--- src/rtl/dcpm_map.svh ---
// dcpm_map.svh: offsets, field positions, reset values and timing counts of
// the clock and power manager. assumes a 25 mhz i_clk.
`ifndef DCPM_MAP_SVH
`define DCPM_MAP_SVH

// ------------------------------------------------------------
// register offsets (byte addresses, one word each)
// ------------------------------------------------------------
`define DCPM_OFS_CLK_CTRL   8'h00
`define DCPM_OFS_XTAL_CTRL  8'h04
`define DCPM_OFS_STATUS     8'h08
`define DCPM_OFS_FLAG_CLR   8'h0c

// ------------------------------------------------------------
// clock control fields
// ------------------------------------------------------------
`define DCPM_CC_FLLSEL      0
`define DCPM_CC_LOCKREQ     1
`define DCPM_CC_CDIV_LO     2
`define DCPM_CC_CDIV_HI     3
`define DCPM_CC_LPDE        4
`define DCPM_CC_SWB         5

// ------------------------------------------------------------
// crystal control fields
// ------------------------------------------------------------
`define DCPM_XC_AMPDIS      0
`define DCPM_XC_MODE_LO     1
`define DCPM_XC_MODE_HI     2

// ------------------------------------------------------------
// status fields
// ------------------------------------------------------------
`define DCPM_ST_XRDY        0
`define DCPM_ST_LOCK        1
`define DCPM_ST_POR         2
`define DCPM_ST_RUN         3
`define DCPM_ST_HF_ON       4
`define DCPM_ST_QUIET       5
`define DCPM_ST_HOLD        6

// ------------------------------------------------------------
// reset values and vector
// ------------------------------------------------------------
`define DCPM_RST_CDIV       2'h0
`define DCPM_RST_XMODE      2'h0
`define DCPM_RESET_VECTOR   16'h8000

// ------------------------------------------------------------
// timing: times in their own unit, the warmup count derived from 25 mhz
// ------------------------------------------------------------
`define DCPM_CLK_HZ         25000000
`define DCPM_WARMUP_MS      250
`define DCPM_WARMUP_CYC     ((`DCPM_CLK_HZ / 1000) * `DCPM_WARMUP_MS)
`define DCPM_LOCK_XTAL_CYC  64
`define DCPM_POR_FLL_CYC    65536
`define DCPM_FLL_MULT       306
`define DCPM_LP_DIV         256

`endif

--- src/rtl/dcpm_pkg.sv ---
// dcpm_pkg: types shared by the clock and power manager files.
// assumes dcpm_map.svh holds all numbers.
package dcpm_pkg;

  typedef enum logic [1:0] {
    DCPM_XM_NOISE_IMMUNE,
    DCPM_XM_QUIET,
    DCPM_XM_QUIET_STOP_HOLD,
    DCPM_XM_QUIET_STOP_RUN
  } dcpm_xmode_e;

  typedef enum logic [1:0] {
    DCPM_FLL_OFF,
    DCPM_FLL_WARM,
    DCPM_FLL_LOCKING,
    DCPM_FLL_LOCKED
  } dcpm_fll_e;

  // register port of the block
  typedef struct packed {
    logic [7:0]  addr;
    logic [31:0] wdata;
    logic        wr;
    logic        rd;
  } dcpm_bus_s;

  // switchback event sources, each a same-clock level or pulse
  typedef struct packed {
    logic ext_int_edge;
    logic uart_rx_edge;
    logic uart_rx_en;
    logic serial_buffer_wr;
    logic spi_buffer_wr;
    logic spi_master;
    logic master_standby;
    logic slave_select_pin;
    logic i2c_start_irq;
    logic start_irq_enable;
    logic start_command_bit_wr;
    logic controller_master_select;
    logic conversion_start_bit;
    logic rtc_alarm;
    logic supply_monitor_irq;
    logic supply_monitor_irq_enable;
    logic debug_entry;
  } dcpm_evt_s;

  // clock enables delivered to the consumers
  typedef struct packed {
    logic signal_core_en;
    logic supervisor_core_en;
    logic hf_run;
    logic xtal_amp_en;
    logic xtal_quiet;
  } dcpm_clk_s;

endpackage

--- src/rtl/dcpm_top.sv ---
// dcpm_top: clock source select, divider, crystal control and switchback.
// assumes i_clk is the 25 mhz model clock; clocks go out as enables, and
// only the crystal input is asynchronous and synchronised here.
`include "dcpm_map.svh"
module dcpm_top
  import dcpm_pkg::*;
(
  // clock and resets
  input  wire logic                  i_clk,
  input  wire logic                  i_rst_b,
  input  wire logic                  i_por_b,
  // register port
  input  wire dcpm_pkg::dcpm_bus_s   i_bus,
  output logic [31:0]                o_rdata,
  // crystal and fll
  input  wire logic                  i_crystal_input,
  // power state from the cores
  input  wire logic                  i_stop_req,
  input  wire logic                  i_stop_wake,
  input  wire logic                  i_signal_core_on,
  input  wire logic                  i_precise_busy,
  // switchback events
  input  wire dcpm_pkg::dcpm_evt_s   i_evt,
  // clock enables and state
  output dcpm_pkg::dcpm_clk_s        o_clk,
  output logic                       o_in_stop,
  output logic                       o_run,
  output logic [15:0]                o_start_vector
);
  import dcpm_pkg::*;

  // ------------------------------------------------------------
  // state
  // ------------------------------------------------------------
  typedef struct packed {
    logic        fll_select;
    logic        lock_request;
    logic [1:0]  clock_divide_select;
    logic        low_power_divide_enable;
    logic        switchback_enable;
    logic [1:0]  saved_cdiv;
    logic        crystal_amp_disable;
    dcpm_xmode_e crystal_mode;
    logic        crystal_ready;
    logic [22:0] warm_cnt;
    logic        power_on_flag;
    logic [16:0] por_cnt;
    logic        run;
    logic        in_stop;
    logic        conv_d;
    logic        wake_hold;
    logic [7:0]  since;
    logic        last_x;
    logic        half;
    logic [2:0]  xsync;
    logic [31:0] rdata;
    dcpm_clk_s   clk;
  } dcpm_state_s;

  dcpm_state_s r;
  dcpm_state_s next_r;

  // ------------------------------------------------------------
  // helpers
  // ------------------------------------------------------------
  logic       lock_indicator;
  dcpm_fll_e  fll_state;
  logic       div_tick;
  logic [3:0] div_shift_now;
  logic [3:0] div_shift;
  logic       xtal_tick;
  logic       xtal_direct;
  logic       hf_on;
  logic       quiet;
  logic       sb_event;
  logic       wr_cc;
  logic       wr_xc;
  logic       wr_clr;
  logic       pulse_x;
  logic       src_ok;
  logic       i_por_b_q;

  // power-on-only bits live in a separate flop set, untouched by i_rst_b
  logic       por_fll_select;
  logic       por_amp_disable;
  logic       por_flag;

  assign xtal_tick   = r.xsync[2] & ~r.xsync[1];
  assign xtal_direct = r.low_power_divide_enable && (r.clock_divide_select == 2'h3);
  assign hf_on       = !xtal_direct || r.switchback_enable || i_signal_core_on;
  assign wr_cc       = i_bus.wr && (i_bus.addr == `DCPM_OFS_CLK_CTRL);
  assign wr_xc       = i_bus.wr && (i_bus.addr == `DCPM_OFS_XTAL_CTRL);
  assign wr_clr      = i_bus.wr && (i_bus.addr == `DCPM_OFS_FLAG_CLR);
  assign pulse_x     = xtal_direct || !r.fll_select;
  // a source change waits until 255 cycles have passed since the last pulse, so no pulse comes early
  assign src_ok      = (pulse_x == r.last_x) || (r.since == 8'hff);

  // quiet by setting, or by stop entry with the upper mode bit set
  assign quiet = (r.crystal_mode == DCPM_XM_QUIET) ||
                 (r.in_stop && !r.wake_hold && r.crystal_mode[1]);

  always_comb
  begin
    if (!r.low_power_divide_enable)
    begin
      div_shift = {2'h0, r.clock_divide_select};
    end
    else
    begin
      div_shift = 4'h8;
    end
  end

  // switchback qualifiers
  assign sb_event = i_evt.ext_int_edge ||
                    (i_evt.uart_rx_en && i_evt.uart_rx_edge) ||
                    i_evt.serial_buffer_wr ||
                    (i_evt.spi_buffer_wr && i_evt.spi_master && i_evt.master_standby) ||
                    (!i_evt.spi_master && i_evt.slave_select_pin) ||
                    (i_evt.i2c_start_irq && i_evt.start_irq_enable) ||
                    (i_evt.start_command_bit_wr && i_evt.controller_master_select) ||
                    (i_evt.conversion_start_bit && !r.conv_d) ||
                    i_evt.rtc_alarm ||
                    (i_evt.supply_monitor_irq && i_evt.supply_monitor_irq_enable) ||
                    i_evt.debug_entry;

  dcpm_fll u_fll (
    .i_clk            (i_clk),
    .i_rst_b          (i_por_b),
    .i_lock_request   (r.lock_request),
    .i_hf_on          (hf_on),
    .i_xtal_tick      (xtal_tick),
    .o_lock_indicator (lock_indicator),
    .o_state          (fll_state)
  );

  dcpm_clkdiv u_div (
    .i_clk       (i_clk),
    .i_rst_b     (i_rst_b),
    .i_shift     (div_shift),
    .o_tick      (div_tick),
    .o_shift_now (div_shift_now)
  );

  // ------------------------------------------------------------
  // power-on-only bits
  // ------------------------------------------------------------
  always_ff @(posedge i_clk or negedge i_por_b)
  begin
    if (!i_por_b)
    begin
      por_fll_select  <= 1'b0;
      por_amp_disable <= 1'b0;
      por_flag        <= 1'b1;
    end
    else if (wr_clr && i_bus.wdata[`DCPM_ST_POR])
    begin
      por_flag <= 1'b0;
    end
    else if (wr_cc)
    begin
      por_fll_select <= i_bus.wdata[`DCPM_CC_FLLSEL];
    end
    else if (wr_xc)
    begin
      por_amp_disable <= i_bus.wdata[`DCPM_XC_AMPDIS];
    end
  end

  // ------------------------------------------------------------
  // main next state
  // ------------------------------------------------------------
  always_comb
  begin
    next_r = r;
    next_r.fll_select          = por_fll_select;
    next_r.crystal_amp_disable = por_amp_disable;
    next_r.power_on_flag       = por_flag;
    next_r.xsync  = {r.xsync[1:0], i_crystal_input};
    next_r.conv_d = i_evt.conversion_start_bit;

    if (wr_cc)
    begin
      next_r.lock_request        = i_bus.wdata[`DCPM_CC_LOCKREQ];
      next_r.clock_divide_select = i_bus.wdata[`DCPM_CC_CDIV_HI:`DCPM_CC_CDIV_LO];
      next_r.switchback_enable   = i_bus.wdata[`DCPM_CC_SWB];
      if (i_bus.wdata[`DCPM_CC_LPDE] && !r.low_power_divide_enable)
      begin
        if (!i_precise_busy)
        begin
          next_r.low_power_divide_enable = 1'b1;
          next_r.saved_cdiv = r.clock_divide_select;
        end
      end
      else
      begin
        next_r.low_power_divide_enable = i_bus.wdata[`DCPM_CC_LPDE];
      end
    end
    if (wr_xc)
    begin
      next_r.crystal_mode = dcpm_xmode_e'(i_bus.wdata[`DCPM_XC_MODE_HI:`DCPM_XC_MODE_LO]);
    end

    // switchback: restore the settings held on low-power entry
    if (r.low_power_divide_enable && r.switchback_enable && sb_event)
    begin
      next_r.low_power_divide_enable = 1'b0;
      next_r.clock_divide_select     = r.saved_cdiv;
    end

    // crystal warmup; enable and quiet-exit both restart it
    if (r.crystal_amp_disable)
    begin
      next_r.crystal_ready = 1'b0;
      next_r.warm_cnt      = 23'h0;
    end
    else if (quiet)
    begin
      next_r.crystal_ready = 1'b1;
      next_r.warm_cnt      = 23'h0;
    end
    else if (r.clk.xtal_quiet)
    begin
      next_r.crystal_ready = 1'b0;
      next_r.warm_cnt      = 23'h0;
    end
    else if (!r.crystal_ready)
    begin
      if (r.warm_cnt == 23'(`DCPM_WARMUP_CYC - 1))
      begin
        next_r.crystal_ready = 1'b1;
      end
      else
      begin
        next_r.warm_cnt = r.warm_cnt + 23'h1;
      end
    end

    // stop entry and exit
    if (i_stop_req && r.run)
    begin
      next_r.in_stop = 1'b1;
    end
    else if (r.in_stop && i_stop_wake && !r.wake_hold)
    begin
      if (r.crystal_mode == DCPM_XM_QUIET_STOP_HOLD && !r.crystal_amp_disable)
      begin
        // the oscillator leaves quiet now; the core stays stopped until ready
        next_r.wake_hold = 1'b1;
      end
      else
      begin
        next_r.in_stop = 1'b0;
      end
    end
    else if (r.wake_hold && (next_r.crystal_ready || r.crystal_amp_disable))
    begin
      next_r.in_stop   = 1'b0;
      next_r.wake_hold = 1'b0;
    end
    if (!r.run && !r.in_stop && r.power_on_flag == 1'b0 && r.por_cnt == 17'h0)
    begin
      // after an i_rst_b reset with the power-on flag clear, run waits for crystal ready
      next_r.run = next_r.crystal_ready;
    end

    // power-on delay counted in fll cycles (modelled as system cycles)
    if (r.por_cnt != 17'h0)
    begin
      next_r.por_cnt = r.por_cnt - 17'h1;
      if (r.por_cnt == 17'h1)
      begin
        next_r.run = 1'b1;
      end
    end

    // clock enables: the divided i_clk is the fast source, the crystal tick the slow one
    next_r.half = div_tick ? ~r.half : r.half;
    next_r.clk.hf_run         = hf_on && (fll_state != DCPM_FLL_OFF);
    next_r.clk.xtal_amp_en    = !r.crystal_amp_disable;
    next_r.clk.xtal_quiet     = quiet;
    if (pulse_x)
    begin
      next_r.clk.signal_core_en = r.run && !r.in_stop && xtal_tick && src_ok;
    end
    else
    begin
      next_r.clk.signal_core_en = r.run && !r.in_stop && div_tick && src_ok;
    end
    next_r.clk.supervisor_core_en = next_r.clk.signal_core_en &&
                                    (pulse_x ? r.half : !r.half);
    if (next_r.clk.signal_core_en)
    begin
      next_r.since  = 8'h00;
      next_r.last_x = pulse_x;
    end
    else if (r.since != 8'hff)
    begin
      next_r.since = r.since + 8'h01;
    end

    // register readback, one cycle after the read strobe
    next_r.rdata = 32'h0;
    if (i_bus.rd)
    begin
      if (i_bus.addr == `DCPM_OFS_CLK_CTRL)
      begin
        next_r.rdata[`DCPM_CC_FLLSEL]  = r.fll_select;
        next_r.rdata[`DCPM_CC_LOCKREQ] = r.lock_request;
        next_r.rdata[`DCPM_CC_CDIV_HI:`DCPM_CC_CDIV_LO] = r.clock_divide_select;
        next_r.rdata[`DCPM_CC_LPDE]    = r.low_power_divide_enable;
        next_r.rdata[`DCPM_CC_SWB]     = r.switchback_enable;
      end
      else if (i_bus.addr == `DCPM_OFS_XTAL_CTRL)
      begin
        next_r.rdata[`DCPM_XC_AMPDIS] = r.crystal_amp_disable;
        next_r.rdata[`DCPM_XC_MODE_HI:`DCPM_XC_MODE_LO] = r.crystal_mode;
      end
      else if (i_bus.addr == `DCPM_OFS_STATUS)
      begin
        next_r.rdata[`DCPM_ST_XRDY]  = r.crystal_ready;
        next_r.rdata[`DCPM_ST_LOCK]  = lock_indicator;
        next_r.rdata[`DCPM_ST_POR]   = r.power_on_flag;
        next_r.rdata[`DCPM_ST_RUN]   = r.run;
        next_r.rdata[`DCPM_ST_HF_ON] = r.clk.hf_run;
        next_r.rdata[`DCPM_ST_QUIET] = r.clk.xtal_quiet;
        next_r.rdata[`DCPM_ST_HOLD]  = (div_shift_now != div_shift);
      end
    end
  end

  // ------------------------------------------------------------
  // registers; power_on_flag and por_cnt are only set by i_por_b
  // ------------------------------------------------------------
  always_ff @(posedge i_clk or negedge i_rst_b)
  begin
    if (!i_rst_b)
    begin
      r <= '0;
      r.crystal_mode        <= dcpm_xmode_e'(`DCPM_RST_XMODE);
      r.clock_divide_select <= `DCPM_RST_CDIV;
      r.low_power_divide_enable <= 1'b0;
    end
    else if (!r.power_on_flag && !r.run && r.por_cnt == 17'h0 && !i_por_b_q)
    begin
      r <= next_r;
      r.power_on_flag <= 1'b1;
      r.por_cnt       <= 17'(`DCPM_POR_FLL_CYC);
    end
    else
    begin
      r <= next_r;
    end
  end

  // power-on seen since last clocked edge, caught after release
  always_ff @(posedge i_clk or negedge i_por_b)
  begin
    if (!i_por_b)
    begin
      i_por_b_q <= 1'b0;
    end
    else
    begin
      i_por_b_q <= 1'b1;
    end
  end

  assign o_rdata        = r.rdata;
  assign o_clk          = r.clk;
  assign o_in_stop      = r.in_stop;
  assign o_run          = r.run;
  assign o_start_vector = `DCPM_RESET_VECTOR;
endmodule

--- src/rtl/dcpm_fll.sv ---
// dcpm_fll: fll lock sequencer, counts crystal periods after a lock request.
// assumes the crystal tick is already synchronised to i_clk.
`include "dcpm_map.svh"
module dcpm_fll
  import dcpm_pkg::*;
(
  // clock and reset
  input  wire logic           i_clk,
  input  wire logic           i_rst_b,
  // control
  input  wire logic           i_lock_request,
  input  wire logic           i_hf_on,
  input  wire logic           i_xtal_tick,
  // status
  output logic                o_lock_indicator,
  output dcpm_pkg::dcpm_fll_e o_state
);
  import dcpm_pkg::*;

  typedef struct packed {
    dcpm_fll_e  st;
    logic [6:0] cnt;
    logic       lock;
  } dcpm_fll_s;

  dcpm_fll_s r;
  dcpm_fll_s next_r;

  always_comb
  begin
    next_r = r;
    case (r.st)
      DCPM_FLL_OFF:
      begin
        if (i_hf_on)
        begin
          next_r.st = DCPM_FLL_WARM;
        end
      end
      DCPM_FLL_WARM:
      begin
        // free running but unlocked: the indicator stays low
        if (i_lock_request && i_xtal_tick)
        begin
          next_r.st  = DCPM_FLL_LOCKING;
          next_r.cnt = 7'h00;
        end
      end
      DCPM_FLL_LOCKING:
      begin
        if (i_xtal_tick)
        begin
          next_r.cnt = r.cnt + 7'h01;
          if (r.cnt == 7'(`DCPM_LOCK_XTAL_CYC - 1))
          begin
            next_r.st = DCPM_FLL_LOCKED;
          end
        end
      end
      default:
      begin
      end
    endcase
    if (!i_lock_request && r.st != DCPM_FLL_OFF)
    begin
      next_r.st = DCPM_FLL_WARM;
    end
    if (!i_hf_on)
    begin
      next_r.st = DCPM_FLL_OFF;
    end
    next_r.lock = (next_r.st == DCPM_FLL_LOCKED);
  end

  always_ff @(posedge i_clk or negedge i_rst_b)
  begin
    if (!i_rst_b)
    begin
      r <= '{st: DCPM_FLL_OFF, cnt: 7'h00, lock: 1'b0};
    end
    else
    begin
      r <= next_r;
    end
  end

  assign o_lock_indicator = r.lock;
  assign o_state          = r.st;
endmodule

--- src/rtl/dcpm_clkdiv.sv ---
// dcpm_clkdiv: divide-ratio counter giving glitch-free clock enables.
// assumes ratio changes are only applied at a period boundary by this module.
`include "dcpm_map.svh"
module dcpm_clkdiv
  import dcpm_pkg::*;
(
  // clock and reset
  input  wire logic       i_clk,
  input  wire logic       i_rst_b,
  // ratio request: log2 of the divisor, 0..8
  input  wire logic [3:0] i_shift,
  // outputs
  output logic            o_tick,
  output logic [3:0]      o_shift_now
);
  import dcpm_pkg::*;

  typedef struct packed {
    logic [7:0] cnt;
    logic [3:0] shift;
    logic       tick;
  } dcpm_div_s;

  dcpm_div_s  r;
  dcpm_div_s  next_r;
  logic [7:0] last;

  always_comb
  begin
    next_r = r;
    last   = 8'((9'h001 << r.shift) - 9'h001);
    next_r.tick = 1'b0;
    if (r.cnt >= last)
    begin
      // a new ratio is only picked up here, so no period is cut short
      next_r.cnt   = 8'h00;
      next_r.tick  = 1'b1;
      next_r.shift = i_shift;
    end
    else
    begin
      next_r.cnt = r.cnt + 8'h01;
    end
  end

  always_ff @(posedge i_clk or negedge i_rst_b)
  begin
    if (!i_rst_b)
    begin
      r <= '{cnt: 8'h00, shift: 4'h0, tick: 1'b0};
    end
    else
    begin
      r <= next_r;
    end
  end

  assign o_tick      = r.tick;
  assign o_shift_now = r.shift;
endmodule

--- config.mk ---
export PLATFORM = sky130hd
export DESIGN_NAME = dcpm_top
export DESIGN_NICKNAME = d
export VERILOG_FILES = /design/src/rtl/dcpm_pkg.sv /design/src/rtl/dcpm_top.sv /design/src/rtl/dcpm_fll.sv /design/src/rtl/dcpm_clkdiv.sv
export VERILOG_INCLUDE_DIRS = /design/src /design/src/rtl
export SDC_FILE = /design/constraint.sdc
export NUM_CORES = 1
export LEC_CHECK = 0
export ABC_CLOCK_PERIOD_IN_PS = 2600
export BUFFER_PORTS_ARGS = -buffer_cell sky130_fd_sc_hd__buf_2
export CAP_MARGIN = 15
export CORE_MARGIN = 2
export CORE_UTILIZATION = 45
export CTS_BUF_LIST = sky130_fd_sc_hd__clkbuf_2
export DETAILED_ROUTE_END_ITERATION = 16
export GPL_TIMING_DRIVEN = 0
export MAX_ROUTING_LAYER = met4
export PLACE_DENSITY_LB_ADDON = 0.25
export SLEW_MARGIN = 0
export SYNTH_ARGS = -nofsm -noshare
export SYNTH_HDL_FRONTEND = slang
export SYNTH_HIERARCHICAL = 1
export SYNTH_SLANG_ARGS = --single-unit
--- constraint.sdc ---
create_clock -name i_clk -period 2.6 [get_ports i_clk]
set_input_delay 0 -clock i_clk [delete_from_list [all_inputs] [get_ports i_clk]]
set_output_delay 0 -clock i_clk [all_outputs]
set_load 0.01 [all_outputs]
# Word level (Yosys, flattened, before mapping)
# Cells that the tools add are included.
dict set report totals {
  input_bits 67
  word_cells 192
  ff_bits 134
  mem_bits_rw 0
  latch_bits 0
  rom_bits 0
  mem_count 0
  out_inout_bits 55
}
dict set report classes {
  reduce_logical 77
  shifts 1
  n_lt_le_gt_ge 1
  n_addsub 6
  div 0
  eq_ne 18
  mux 47
  n_mul 0
  n_bitwise 6
}
# operator n
set ops {}
lappend ops {{24-bit two-way mux} 4}
lappend ops {{72-bit two-way mux} 1}
lappend ops {{1-bit logical AND} 38}
lappend ops {{8-bit two-way mux} 3}
lappend ops {{23-bit by 1-bit adder with 23-bit output, second input constant} 1}
lappend ops {{23-bit equality test, second input constant} 1}
lappend ops {{23-bit two-way mux} 1}
lappend ops {{7-bit two-way mux} 3}
lappend ops {{1-bit two-way mux} 19}
lappend ops {{18-bit two-way mux} 1}
lappend ops {{9-bit two-way mux} 2}
lappend ops {{17-bit by 1-bit equality test with 1-bit output, second input constant} 1}
lappend ops {{17-bit logical NOT} 1}
lappend ops {{17-bit nonzero test} 1}
lappend ops {{17-bit by 1-bit subtractor with 17-bit output, second input constant} 1}
lappend ops {{8-bit by 1-bit adder with 8-bit output, second input constant} 2}
lappend ops {{8-bit by 4-bit equality test with 1-bit output, second input constant} 2}
lappend ops {{1-bit logical OR} 16}
lappend ops {{7-bit case mux with 2 select lines} 1}
lappend ops {{1-bit logical NOT} 13}
lappend ops {{2-bit two-way mux} 6}
lappend ops {{2-bit equality test, second input constant} 4}
lappend ops {{8-bit by 3-bit equality test with 1-bit output, second input constant} 1}
lappend ops {{8-bit equality test, second input constant} 1}
lappend ops {{other kinds (21)} 32}

# Depth between registers and ports, before layout
# Gate-level depths: netlist of run 1.
dict set report depth {
  word_depth 13
  depth_mapped 13
  ltp_nobuf 11
}

# Cells and area by module
# The synthesis of run 1 kept the hierarchy.
# mod area_per_inst_um2 cells_per_inst seq_area_each_um2 n_inst
set by_module_without_submodules {}
lappend by_module_without_submodules {dcpm_top 4799.6 479 2153.3 1}
lappend by_module_without_submodules {dcpm_clkdiv 863.3 81 325.3 1}
lappend by_module_without_submodules {dcpm_fll 523.0 46 250.2 1}

# Least setup slack after synthesis of run 1
# OpenSTA, ideal clock, no wires.
dict set report synth_path {
  path_type {reg2reg}
  from {reg u_div.r, in the netlist u_div/o_shift_now[3]}
  to {reg u_div.r, in the netlist u_div/o_shift_now[2]}
  arrival_time_ns 2.673
  setup_ns 0.125
  synth_period_minus_slack_ns 2.799
  required_ns 2.475
  path_slack_ns -0.199
  path_buffers 2
  path_stages_with_launch 13
  path_cell_list {dfrtp_1 -> clkbuf_1 -> nor3_1 -> nand2b_1 -> ha_1 -> nor3_1 -> a21o_1 -> a32oi_1 -> ha_1 -> nand2_1 -> o41ai_4 -> buf_6 -> mux2_4}
}
dict set report synth_via {
  elab_chain_cells 3
}
# element line_no
set synth_lines {}
lappend synth_lines {{start: declaration} dcpm_clkdiv.sv:24} ;# dcpm_div_s r;
lappend synth_lines {{start signal: assignment} dcpm_clkdiv.sv:50} ;# r <= '{cnt: 8'h00, shift: 4'h0, tick: 1'b0};
lappend synth_lines {{start signal: assignment} dcpm_clkdiv.sv:54} ;# r <= next_r;
lappend synth_lines {{1-bit by 4-bit << shifter with 8-bit output} dcpm_clkdiv.sv:31} ;# last = 8'((9'h001 << r.shift) - 9'h001);
lappend synth_lines {{8-bit by 1-bit subtractor with 8-bit output} dcpm_clkdiv.sv:31}
lappend synth_lines {{8-bit greater-or-equal comparator} dcpm_clkdiv.sv:33} ;# if (r.cnt >= last)
# Every way passes these cells.
# A chain may end at the register's enable or synchronous reset.

# Worst setup path in the final report of run 1
dict set report layout_path {
  from {reg u_div.r, in the netlist u_div/o_shift_now[1]}
  to {reg u_div.r, in the netlist u_div/o_shift_now[2]}
}
# The elaborated chain is that of the path after synthesis.

==> key figures, run 1 <==
Pwr
  • Power, Total: 4.88 mW
  • Max VDD drop: 0.519 mV
  • Leakage: 3.60 nW
  • Power per unit of standard cell area: ~640 mW/mm^2

STA
  • Final period utilization: 1.04
  • Post-route worst setup slack: -0.110 ns
  • Unrepaired setup endpoints after global routing: true
  • Endpoints failing setup: 4
  • Minimum period implied by the final worst setup slack: 2.71 ns
  • Worst slew pin tran: 0.846 ns
  • Fmax: 369 MHz
  • Fin. max-slew vios: 0
  • Hold Vio Cnt, Final: 0
  • Slew HR: 0.433
  • Worst clock skew: 0.0474 ns

Place
  • Count of buffers from port buffering: 53
  • Placed Instance Area: 0.00687 sq mm
  • Gpl congestion: 0.884
  • Placed wire-length estimate after detailed placement: 9.15 mm
  • Worst setup slack before clock tree synthesis: -0.211 ns

Die
  • Starting Density: 0.463
  • Die Height: ~120 um
  • Number of core rows: 42
  • Core Box Area: 0.0133 sq mm
  • Die X: between 100 and 150 um
  • Number of top-level pins: 122
  • Total Die Area: 0.0147 sq mm

Synthesis
  • Register bit count reported by yosys: 109
  • Area leader, netlist: sky130_fd_sc_hd__dfrtp_1
  • Mux share of post-synthesis cell area: 0.0574
  • Average cell area after synthesis: 10.2 sq um
  • Synthesized cell area: 0.00619 sq mm
  • Top cells by area, synth: sky130_fd_sc_hd__dfrtp_1, sky130_fd_sc_hd__buf_4, sky130_fd_sc_hd__ha_1, sky130_fd_sc_hd__mux2_2, sky130_fd_sc_hd__xor2_1
  • Simple-gate area share of the yosys netlist: 0.225
  • Sequential cell area fraction in the yosys report: 0.441
  • Post-synthesis share of cell area spent on xor and xnor gates: 0.0467
  • Share of the synthesized area in compound gates (AO/OA/AOI/OAI): 0.103
  • Yosys cell types: 75
  • Number of synthesized flops with an enable pin: 0
  • Area share of the leading cell type in the synthesized netlist: 0.437
  • Largest family of logic cells by synthesized area: simple AND/OR/NAND/NOR gates
  • YS warnings: 6
  • Number of standard cells after synthesis: 606
  • Async SR Flop Fraction: 1.00
  • Synth Area in Adders: 0.0303
  • Main flop type after synthesis: sky130_fd_sc_hd__dfrtp_1

Route
  • DR DRC count: 0
  • First-pass DRT Iterations: 4
  • Final ANT Viol Nets: 0
  • Final wirelength: ~13 mm
  • Final routed wire length divided by cell count: 13.8 um
  • Average vias per placed instance: 5.13
  • DRC violation total after the first TritonRoute iteration: 240
  • Vias: 4,853

Run
  • Max-cap violation count: 0

Cells and area
  • Sequential cell area: 0.00273 sq mm
  • Finished layout cell area: 0.00762 sq mm
  • Filler Cell Count: between 1,000 and 1,500
  • Number of antenna repair diodes: 0
  • Multi-input combinational cell area: 0.00315 sq mm
  • Area overhead of the layout relative to synthesis: 23.1%
  • Share of layout cells above drive strength 1: 0.278
  • Net count of the finished layout: 847

Clock network
  • Clock tree buffer depth: 2
  • CTS clock-pin slew for the worst setup and hold paths: 0.30 ns
  • CTS tree: yes
  • TritonCTS buffer count: 9
  • Clock Latency Late Sink: 0.62 ns
  • Total number of H-tree levels: 3
  • Cell at the root of the clock tree: sky130_fd_sc_hd__clkbuf_2
  • Clock Sink Count: 109

GRT
  • Largest net degree at the start of global routing: 67
  • Residual overflow from global routing: 0
  • Global-route total usage across every layer: 0.190
  • Initial antenna violation count: 0
  • First-pass GRT wire length: approximately 22 mm
  • Vias in the first global route: about 4,800

Worst setup path
  • Crit end category: register
  • Data arrival time of the critical path: 3.27 ns
  • Worst setup path category: register to register
  • Max Fanout on Critical Path: 9
  • Worst setup SP type: register
  • Worst Path Required: 3.16 ns
  • Reg-to-reg setup timing slack: -0.11 ns

Outcome
  • Violated checks: negative setup slack
  • Result of the run: finished, violations left

Min path
  • Worst hold path type: input port to register
## worst max-delay path, stage by stage, from the launching register on
cell	delay, ns
sky130_fd_sc_hd__dfrtp_2	0.50
sky130_fd_sc_hd__nor3_4	0.20
sky130_fd_sc_hd__nand2b_1	0.13
sky130_fd_sc_hd__ha_4	0.19
sky130_fd_sc_hd__buf_6	0.12
sky130_fd_sc_hd__xnor2_4	0.14
sky130_fd_sc_hd__ha_4	0.27
sky130_fd_sc_hd__o21a_1	0.11
sky130_fd_sc_hd__nor2_2	0.05
sky130_fd_sc_hd__o41ai_4	0.43
sky130_fd_sc_hd__buf_6	0.20
sky130_fd_sc_hd__mux2_4	0.30
## registers in the layout (all words and copies together), names as in the netlist
name and flops:
i_por_b_q 1, next_r 2, o_clk 5, o_in_stop 1
o_rdata 7, o_run 1, por_amp_disable 1, por_flag 1
por_fll_select 1, r 66, u_div/o_shift_now 4, u_div/o_tick 1
u_div/r 8, u_fll/o_lock_indicator 1, u_fll/o_state 2, u_fll/r 7
## metal layers
| layer | track usage | up-vias | share of wire |
|---|---|---|---|
| met5 | - | - | 0 |
| li1 | - | 2390 | - |
| met3 | 0.0371 | 9 | 0.050 |
| met1 | 0.237 | 2328 | 0.43 |
| met2 | 0.316 | 126 | 0.51 |
| met4 | 0.0568 | 0 | 0.0085 |
## cells in the mapped netlist, types with 5 or more instances
| master | count |
|---|---|
| sky130_fd_sc_hd__o21ai_0 | 13 |
| sky130_fd_sc_hd__nand3_1 | 26 |
| sky130_fd_sc_hd__xnor2_1 | 14 |
| sky130_fd_sc_hd__nand2_1 | 36 |
| sky130_fd_sc_hd__nor3_1 | 11 |
| sky130_fd_sc_hd__nand2b_1 | 10 |
| sky130_fd_sc_hd__or4_1 | 9 |
| sky130_fd_sc_hd__buf_4 | 59 |
| sky130_fd_sc_hd__o31ai_1 | 7 |
| sky130_fd_sc_hd__or3_1 | 12 |
| sky130_fd_sc_hd__nor2_1 | 42 |
| sky130_fd_sc_hd__nor4_1 | 9 |
| sky130_fd_sc_hd__o21a_1 | 7 |
| sky130_fd_sc_hd__a21oi_1 | 31 |
| sky130_fd_sc_hd__clkbuf_1 | 12 |
| sky130_fd_sc_hd__dfrtp_1 | 108 |
| sky130_fd_sc_hd__xor2_1 | 19 |
| sky130_fd_sc_hd__or2_2 | 6 |
| sky130_fd_sc_hd__nor2b_1 | 8 |
| sky130_fd_sc_hd__inv_1 | 18 |
| sky130_fd_sc_hd__nand4_1 | 6 |
| sky130_fd_sc_hd__mux2i_1 | 16 |
| sky130_fd_sc_hd__mux2_2 | 16 |
| sky130_fd_sc_hd__and3_1 | 7 |
| sky130_fd_sc_hd__nor4b_1 | 5 |
| sky130_fd_sc_hd__ha_1 | 15 |
## where the power goes
| group | internal [mW] | switching, mW |
|---|---|---|
| Sequential | 1.96 | 0.325 |
| Combinational | 0.997 | 0.869 |
| Clock | 0.141 | 0.581 |
| Total | 3.10 | 1.78 |
## placed cells by master (no fill, tap or decap), types with 9 or more instances in the layout
| cell type | synthesis | final |
|---|---|---|
| sky130_fd_sc_hd__inv_1 | 18 | 18 |
| sky130_fd_sc_hd__nor2_1 | 42 | 38 |
| sky130_fd_sc_hd__or3_1 | 12 | 12 |
| sky130_fd_sc_hd__conb_1 | 2 | 43 |
| sky130_fd_sc_hd__dlygate4sd3_1 | 0 | 39 |
| sky130_fd_sc_hd__xnor2_1 | 14 | 13 |
| sky130_fd_sc_hd__clkbuf_2 | 0 | 9 |
| sky130_fd_sc_hd__buf_2 | 2 | 54 |
| sky130_fd_sc_hd__nor3_1 | 11 | 9 |
| sky130_fd_sc_hd__nand2_1 | 36 | 34 |
| sky130_fd_sc_hd__clkbuf_1 | 12 | 10 |
| sky130_fd_sc_hd__o21ai_0 | 13 | 13 |
| sky130_fd_sc_hd__nor4_1 | 9 | 9 |
| sky130_fd_sc_hd__or4_1 | 9 | 9 |
| sky130_fd_sc_hd__ha_1 | 15 | 13 |
| sky130_fd_sc_hd__buf_4 | 59 | 71 |
| sky130_fd_sc_hd__nand3_1 | 26 | 26 |
| sky130_fd_sc_hd__nand2b_1 | 10 | 10 |
| sky130_fd_sc_hd__a21oi_1 | 31 | 31 |
| sky130_fd_sc_hd__mux2_2 | 16 | 13 |
| sky130_fd_sc_hd__xor2_1 | 19 | 19 |
| sky130_fd_sc_hd__mux2i_1 | 16 | 16 |
| sky130_fd_sc_hd__dfrtp_1 | 108 | 104 |
## final timing paths
kind                                      startpoint                     end  cells past startpoint
worst max-delay path            u_div/o_shift_now[1]    u_div/o_shift_now[2]                     11
worst min-delay path                       i_bus[41]                  r[103]                      5
worst max register to register  u_div/o_shift_now[1]    u_div/o_shift_now[2]                     11
worst min register to register            next_r[38]              next_r[39]                      0
max in group asynchronous                    i_por_b  u_fll/o_lock_indicator                      3
min in group asynchronous                    i_rst_b                o_clk[3]                      4
## cell type report
cell class,instances,area share
Inverter,18,0.00887
Tap cell,176,0.0289
Clock inverter,7,0.00739
Clock buffer,9,0.00591
Multi-Input combinational cell,445,0.413
Timing Repair Buffer,109,0.109
Sequential cell,109,0.359
Buffer,73,0.0673
## logic make-up (layout without fill, tap and decap cells)
kind of cell    count (synthesis)  in the layout
flops                         109            109
buf+inv                        93            216
other cells                     2             43
xor+xnor                       33             33
fa+ha+maj                      15             15
compound gates                 91             91
mux                            33             33
simple gates                  230            230
## repair_timing
| action | in CTS | in global routing |
|---|---|---|
| setup buffers | 9 | 6 |
| pin swaps | 5 | 4 |
| hold buffers | 40 | 0 |
| endpoints found under the hold margin | 136 | 0 |
| setup endpoints to repair | 4 | 12 |
| resized for setup | 9 | 20 |
## metrics by stage
stage,utilization,hold WS (ns),setup TNS [ns],cells
global placement,0.512,-0.0830,-0.302,876
detailed placement,0.515,-0.0787,-0.460,877
floorplan,-,-0.296,0,647
CTS,0.560,0.00236,-0.183,940
finish,0.571,0.0831,-0.379,946
global route,0.571,0.0493,-1.23,946
No activity file was read; power rests on OpenSTA's default activity.
==> inputs of run 2 (changes only) <==
--- a/config.mk
+++ b/config.mk
@@ -7,12 +7,12 @@
 export NUM_CORES = 1
 export LEC_CHECK = 0
 export ABC_CLOCK_PERIOD_IN_PS = 2600
-export BUFFER_PORTS_ARGS = -buffer_cell sky130_fd_sc_hd__buf_2
 export CAP_MARGIN = 15
 export CORE_MARGIN = 2
 export CORE_UTILIZATION = 45
 export CTS_BUF_LIST = sky130_fd_sc_hd__clkbuf_2
 export DETAILED_ROUTE_END_ITERATION = 16
+export DONT_BUFFER_PORTS = 1
 export GPL_TIMING_DRIVEN = 0
 export MAX_ROUTING_LAYER = met4
 export PLACE_DENSITY_LB_ADDON = 0.25
==> run 2 against run 1 <==
Net effect:
- via count is 4.4% lower
- sequential cell count stayed put
- the flow still finishes with violations (negative setup slack)
- routed wire length decreased by 4.3%
- largest power group unchanged
- hold slack improved by 0.023 ns
- highest routed layer unchanged
- critical path type unchanged
- fmax grew 0.80%
- critical path depth is the same
- largest cell class unchanged
==> key figures, run 2 (synthesis results as in run 1) <==
Worst setup path
  • Endpoint of the worst setup timing path: u_div/o_shift_now[0]
  • Data arrival time of the critical path: 3.26 ns (about the same)
  • Worst Path Required: 3.17 ns (about the same)
  • Combined buffer and inverter count along the critical path: 1 (-1)
  • Cell count of the worst reg-to-reg path: 11 (unchanged)
  • Critical Path Source: u_div/o_shift_now[1]
  • Crit path max-delay family: compound AO/OA/AOI/OAI gates
  • Most used cell, CP: sky130_fd_sc_hd__nor3_4
  • Max Fanout on Critical Path: 4 (-5)
  • Worst setup path category: register to register
  • Worst setup SP type: register
  • Ordered list of cells on the worst path: nor3_4 -> nand2_1 -> ha_4 -> nor3_4 -> a21o_1 -> a32oi_1 -> ha_1 -> nand2_2 -> o41ai_4 -> buf_4 -> mux2_2
  • Delay of the slowest cell on the worst path: 0.50 ns (about the same)
  • Cell type of the slowest stage on the worst timing path: sky130_fd_sc_hd__dfrtp_2
  • Crit end category: register
  • Reg-to-reg setup timing slack: -0.09 ns (+0.02 ns)
  • RR Endpoint: u_div/o_shift_now[0]
  • Logic depth of the worst path, buffers included: 11 (unchanged)
  • Worst reg2reg startpoint: u_div/o_shift_now[1]

Clock network
  • CTS clock-pin slew for the worst setup and hold paths: 0.32 ns (+0.02 ns)
  • CTS tree: yes
  • TritonCTS buffer count: 9 (unchanged)
  • Cell at the root of the clock tree: sky130_fd_sc_hd__clkbuf_2
  • Clock Sink Count: 109 (unchanged)
  • Clock tree buffer depth: 2 (unchanged)
  • Total number of H-tree levels: 3 (unchanged)
  • Clock Latency Late Sink: 0.62 ns (about the same)

GRT
  • Residual overflow from global routing: 0 (unchanged)
  • M2 GR Usage: 0.295 (-0.0207)
  • Met1 usage: 0.228 (-0.00954)
  • Initial antenna violation count: 0 (unchanged)
  • Global-route total usage across every layer: 0.182 (-0.00798)
  • Met3 Use GR: 0.0484 (+0.0113)
  • Largest net degree at the start of global routing: 96 (+43%)
  • Most Used Layer, Global Route: met2
  • Vias in the first global route: 4,488 (-5.6%)
  • First-pass GRT wire length: 21.0 mm (-4.4%)

STA
  • Worst clock skew: 0.0439 ns (-0.00349 ns)
  • Worst slew pin tran: 0.882 ns (+0.0358 ns)
  • Final period utilization: 1.03 (-0.00823)
  • Post-route worst setup slack: -0.0886 ns (+0.0214 ns)
  • Minimum period implied by the final worst setup slack: 2.69 ns (-0.0214 ns)
  • Fmax: 372 MHz (+0.80%)
  • Slew HR: 0.409 (-0.0240)
  • Unrepaired setup endpoints after global routing: true
  • Hold Vio Cnt, Final: 0 (unchanged)
  • Endpoints failing setup: 4 (unchanged)
  • Fin. max-slew vios: 0 (unchanged)

Outcome
  • Result of the run: finished, violations left
  • Violated checks: negative setup slack

Cells and area
  • Core occupancy in the finished layout: 0.539 (-0.0320)
  • Finished layout cell area: 0.00719 sq mm (-5.6%)
  • Largest register FFs: 66 (unchanged)
  • Number of antenna repair diodes: 0 (unchanged)
  • Share of layout cells above drive strength 1: 0.203 (-0.0748)
  • Most used cells in the layout excluding fill and tap cells: sky130_fd_sc_hd__dfrtp_1, sky130_fd_sc_hd__buf_4, sky130_fd_sc_hd__conb_1, sky130_fd_sc_hd__nor2_1, sky130_fd_sc_hd__dlygate4sd3_1
  • Area overhead of the layout relative to synthesis: 16.2%
  • Leading cell type in the layout, fill and taps excluded: sky130_fd_sc_hd__dfrtp_1
  • Largest registers ranked by flip-flop count: r (66), u_div/r (8)
  • Most flops, register: r
  • Net count of the finished layout: 787 (-7.1%)

Pwr
  • Power per unit of standard cell area: 637 mW/mm^2 (-0.53%)
  • Max VDD drop: 0.547 mV (+5.2%)
  • Leakage: 3.31 nW (-8.1%)

Route
  • Final ANT Viol Nets: 0 (unchanged)
  • Final wirelength: 12.5 mm (-4.3%)
  • DRC violation total after the first TritonRoute iteration: 216 (-10%)
  • Average vias per placed instance: 5.24 (+2.2%)
  • Vias: 4,638 (-4.4%)
  • First-pass DRT Iterations: 4 (unchanged)
  • DR DRC count: 0 (unchanged)
  • Final routed wire length divided by cell count: 14.1 um (+2.3%)

Die
  • Starting Density: 0.463 (unchanged)
  • Number of top-level pins: 122 (unchanged)
  • Core Box Area: 0.0133 sq mm (unchanged)
  • Total Die Area: 0.0147 sq mm (unchanged)
  • Die Height: 121 um (unchanged)
  • Number of core rows: 42 (unchanged)
  • Die X: 121 um (unchanged)

Run
  • Max-cap violation count: 0 (unchanged)

Place
  • Placed Instance Area: 0.00657 sq mm (-4.3%)
  • Gpl congestion: 0.826 (-6.6%)
  • Placed wire-length estimate after detailed placement: 8.74 mm (-4.6%)
  • Count of buffers from port buffering: 0 (-100%)

Min path
  • Worst hold path type: input port to register
run 2: power by group:
group | switching (mW) | internal (mW) | total (mW)
registers | 0.318 | 1.96 | 2.28
logic | 0.761 | 0.806 | 1.57
clock network | 0.593 | 0.138 | 0.730
total | 1.67 | 2.91 | 4.58
run 2: layout make-up:
class / instances / area [sq um]
Sequential cell: 109 / 2730
Clock buffer: 9 / 45.0
Fill cell: 1221 / 6160
Tap cell: 176 / 220
Timing Repair Buffer: 49 / 488
Clock inverter: 6 / 57.6
Inverter: 18 / 67.6
Multi-Input combinational cell: 445 / 3070
Buffer: 73 / 513
run 2: worst min-delay path by stage:
stage	depth (start not counted)	slack, ns	to	startpoint
final	2	0.11	por_amp_disable	i_bus[2]
after global routing	2	0.03	r[105]	i_bus[3]
after CTS	2	0.03	r[105]	i_bus[3]
after detailed placement	0	-0.29	u_fll/r[2]	i_por_b
after global placement	0	-0.30	u_fll/r[4]	i_por_b
after floorplan	0	-0.30	i_por_b_q	i_por_b
run 2: stage by stage:
| step | cells | hold slack [ns] | power, mW | setup WS, ns | TNS (ns) |
|---|---|---|---|---|---|
| finish | 885 | 0.106 | 4.58 | -0.0886 | -0.247 |
| floorplan | 647 | -0.296 | 3.38 | 0.0169 | 0 |
| global placement | 823 | -0.295 | 3.58 | -0.166 | -0.261 |
| detailed placement | 823 | -0.295 | 3.66 | -0.195 | -0.395 |
| CTS | 885 | 0.0273 | 4.58 | -0.0535 | -0.121 |
| global route | 885 | 0.0347 | 4.91 | -0.209 | -1.34 |
run 2: per-layer routing:
metal  wire, um  up-vias
li1           -     2266
met1       5640     2241
met2       6120      118
met3        623       13
met4        131        0
met5          0        -
run 2: worst register-to-register path, delay by kind of cell, from the launching register on:
family                   cells  cell delay (ns)
buffers and inverters        1             0.19
adder cells (fa/ha/maj)      2             0.51
multiplexers                 1             0.32
AND/OR/NAND/NOR              4             0.48
AO/OA/AOI/OAI                3             0.64
flip-flops                   1             0.50
run 2: repair_timing:
action,CTS,global route
hold endpoints to repair,136,0
setup buffers,8,0
pin swaps,5,4
setup endpoints to repair,5,13
gates resized for setup,6,3
hold buffers,41,0
==> inputs of run 3 (changes only) <==
--- a/config.mk
+++ b/config.mk
@@ -15,7 +15,7 @@
 export DONT_BUFFER_PORTS = 1
 export GPL_TIMING_DRIVEN = 0
 export MAX_ROUTING_LAYER = met4
-export PLACE_DENSITY_LB_ADDON = 0.25
+export PLACE_DENSITY = 0.66
 export SLEW_MARGIN = 0
 export SYNTH_ARGS = -nofsm -noshare
 export SYNTH_HDL_FRONTEND = slang
==> run 3 against run 2 <==
Net effect:
- the flow still finishes with violations (negative setup slack)
- via count down 1.9%
- critical path type unchanged
- count of clock-buffer cells in the layout up 1
- first-iteration DRC count down 13%
- clock power down 2%
- global-route usage about the same
- routed wire length down 0.56%
- clock skew down 0.023 ns
- non-clock buffer count up 2
- final area up 0.90%
- utilization up 0.49 points
- die area unchanged
- cell count up 0.34%
==> key figures, run 3 (synthesis results as in run 1) <==
Outcome
  • Result of the run: finished, violations left
  • Violated checks: negative setup slack

STA
  • Unrepaired setup endpoints after global routing: true
  • Worst clock skew: 0.0214 ns (-0.0225 ns)
  • Hold Vio Cnt, Final: 0 (unchanged)
  • Worst slew pin tran: 0.814 ns (-0.0684 ns)
  • Endpoints failing setup: 10 (+6)
  • Worst hold slack across all endpoints: 0.0864 ns (-0.0198 ns)
  • Slew HR: 0.455 (+0.0458)
  • Post-route worst setup slack: -0.0537 ns (+0.0349 ns)
  • Fmax: 377 MHz (+1.3%)
  • Final period utilization: 1.02 (-0.0134)
  • Setup_tns: -0.323 ns (-0.0763 ns)
  • Fin. max-slew vios: 0 (unchanged)
  • Minimum period implied by the final worst setup slack: 2.65 ns (-0.0349 ns)

Clock network
  • Clock Sink Count: 109 (unchanged)
  • Clock Latency Late Sink: 0.61 ns (about the same)
  • TritonCTS buffer count: 9 (unchanged)
  • CTS clock-pin slew for the worst setup and hold paths: 0.29 ns (-0.03 ns)
  • Clock tree buffer depth: 2 (unchanged)
  • CTS tree: yes
  • Cell at the root of the clock tree: sky130_fd_sc_hd__clkbuf_2
  • Total number of H-tree levels: 3 (unchanged)

Worst setup path
  • Ordered list of cells on the worst path: nor3_4 -> nand2b_1 -> ha_4 -> nor3_4 -> a21o_1 -> a32oi_1 -> ha_1 -> nand2_2 -> o41ai_4 -> buf_4 -> buf_8 -> mux2_4
  • Critical Path Source: u_div/o_shift_now[2]
  • Max Fanout on Critical Path: 4 (unchanged)
  • Worst setup path category: register to register
  • Delay of the slowest cell on the worst path: 0.50 ns (about the same)
  • Most used cell, CP: sky130_fd_sc_hd__nor3_4
  • Worst reg2reg startpoint: u_div/o_shift_now[2]
  • Cell type of the slowest stage on the worst timing path: sky130_fd_sc_hd__dfrtp_2
  • Worst Path Required: 3.15 ns (-0.02 ns)
  • Data arrival time of the critical path: 3.20 ns (-0.06 ns)
  • RR Endpoint: u_div/o_shift_now[2]
  • Crit end category: register
  • Endpoint of the worst setup timing path: u_div/o_shift_now[2]
  • Reg-to-reg setup timing slack: -0.05 ns (+0.03 ns)
  • Worst setup SP type: register
  • Cell count of the worst reg-to-reg path: 12 (+1)

Die
  • Core Box Area: 0.0133 sq mm (unchanged)
  • Number of core rows: 42 (unchanged)
  • Die X: 121 um (unchanged)
  • Die Height: 121 um (unchanged)
  • Starting Density: 0.463 (unchanged)
  • Number of top-level pins: 122 (unchanged)
  • Total Die Area: 0.0147 sq mm (unchanged)

Pwr
  • Power, Total: 4.81 mW (+5.1%)
  • Leakage: 3.34 nW (+0.86%)
  • Power per unit of standard cell area: 663 mW/mm^2 (+4.2%)
  • Max VDD drop: 0.485 mV (-11%)

Cells and area
  • Most used cells in the layout excluding fill and tap cells: sky130_fd_sc_hd__dfrtp_1, sky130_fd_sc_hd__buf_4, sky130_fd_sc_hd__conb_1, sky130_fd_sc_hd__dlygate4sd3_1
  • Largest register FFs: 66 (unchanged)
  • Filler Cell Count: 1,191 (-2.5%)
  • Number of antenna repair diodes: 0 (unchanged)
  • Net count of the finished layout: 789 (+0.25%)
  • Share of layout cells above drive strength 1: 0.219 (+0.0160)
  • Core occupancy in the finished layout: 0.544 (+0.00487)
  • Leading cell type in the layout, fill and taps excluded: sky130_fd_sc_hd__dfrtp_1
  • Largest registers ranked by flip-flop count: r (66), u_div/r (8)
  • Area overhead of the layout relative to synthesis: 17.3%
  • Most flops, register: r

Place
  • Gpl congestion: 0.847 (+2.5%)
  • Worst setup slack before clock tree synthesis: -0.226 ns (-0.0308 ns)
  • Count of buffers from port buffering: 0 (unchanged)
  • Placed wire-length estimate after detailed placement: 8.71 mm (-0.33%)

GRT
  • Largest net degree at the start of global routing: 96 (unchanged)
  • Global-route total usage across every layer: 0.182 (about the same)
  • Residual overflow from global routing: 0 (unchanged)
  • Vias in the first global route: 4,464 (-0.53%)
  • First-pass GRT wire length: 20.9 mm (-0.36%)
  • Initial antenna violation count: 0 (unchanged)

Run
  • Max-cap violation count: 0 (unchanged)

Route
  • DR DRC count: 0 (unchanged)
  • Final routed wire length divided by cell count: 14.0 um (-0.90%)
  • First-pass DRT Iterations: 4 (unchanged)
  • Vias: 4,550 (-1.9%)
  • Final ANT Viol Nets: 0 (unchanged)
  • Final wirelength: 12.4 mm (-0.56%)
  • Average vias per placed instance: 5.12 (-2.2%)
  • DRC violation total after the first TritonRoute iteration: 188 (-13%)

Min path
  • Worst hold path type: input port to register
[run 3: changes by cell type in the layout (fill, tap and decap cells not counted), sizes merged]
cell	previous run	this run
inv	20	22
clkinvlp	2	0
buf	72	75
dlygate4sd3	40	38
clkbuf	19	21
[run 3: per-stage QoR]
stage | cells | cell area (sq um)
after detailed placement | 823 | 6570
after global routing | 888 | 7260
final | 888 | 7260
after floorplan | 647 | 6350
after global placement | 823 | 6570
after CTS | 885 | 7160
[run 3: what timing repair did]
item,in CTS,in global routing
pin swaps,5,7
hold buffers,40,0
setup endpoints to repair,12,14
cloned,0,1
hold endpoints to repair,136,0
gates resized for setup,9,12
buffers inserted,8,4
[run 3: final cells by class]
type / instances / area, sq um / share of cell area
clock buffers: 10 / 50.0 / 0.00690
plain buffers: 73 / 517 / 0.0712
multi-input cells: 445 / 3080 / 0.425
well taps: 176 / 220 / 0.0304
inverters: 18 / 67.6 / 0.00931
clock inverters: 6 / 43.8 / 0.00604
flip-flops and latches: 109 / 2730 / 0.377
repair buffers: 51 / 539 / 0.0743
[run 3: power breakdown]
part           internal, mW  total, mW  switching, mW
logic                 0.993       1.82          0.824
clock network         0.141      0.716          0.575
registers              1.96       2.28          0.317
[run 3: per-layer routing]
layer,vias to the layer above,wire (um),global-route usage,part of all wire
met5,-,0,-,0
met3,9,591,0.0461,0.047
met4,0,137,0.0474,0.011
met1,2170,5730,0.231,0.46
met2,106,5990,0.293,0.48
li1,2265,-,-,-
[run 3: worst max-delay path: cells and delay by family, from the launching register on]
family / cells / cell delay [ns]
adder cells (fa/ha/maj): 2 / 0.51
AO/OA/AOI/OAI: 3 / 0.51
flip-flops: 1 / 0.50
AND/OR/NAND/NOR: 4 / 0.48
buffers and inverters: 2 / 0.30
multiplexers: 1 / 0.29
[run 3: how the worst min path moves through the flow]
stage / slack, ns / depth (start not counted) / startpoint / end
2_1_floorplan: -0.30 / 0 / i_por_b / i_por_b_q
3_3_place_gp: -0.29 / 0 / i_por_b / u_fll/r[4]
3_5_place_dp: -0.29 / 0 / i_por_b / u_fll/r[4]
4_1_cts: 0.02 / 2 / i_bus[3] / r[105]
5_1_grt: 0.01 / 2 / i_bus[2] / por_amp_disable
6_report: 0.09 / 2 / i_bus[3] / r[105]
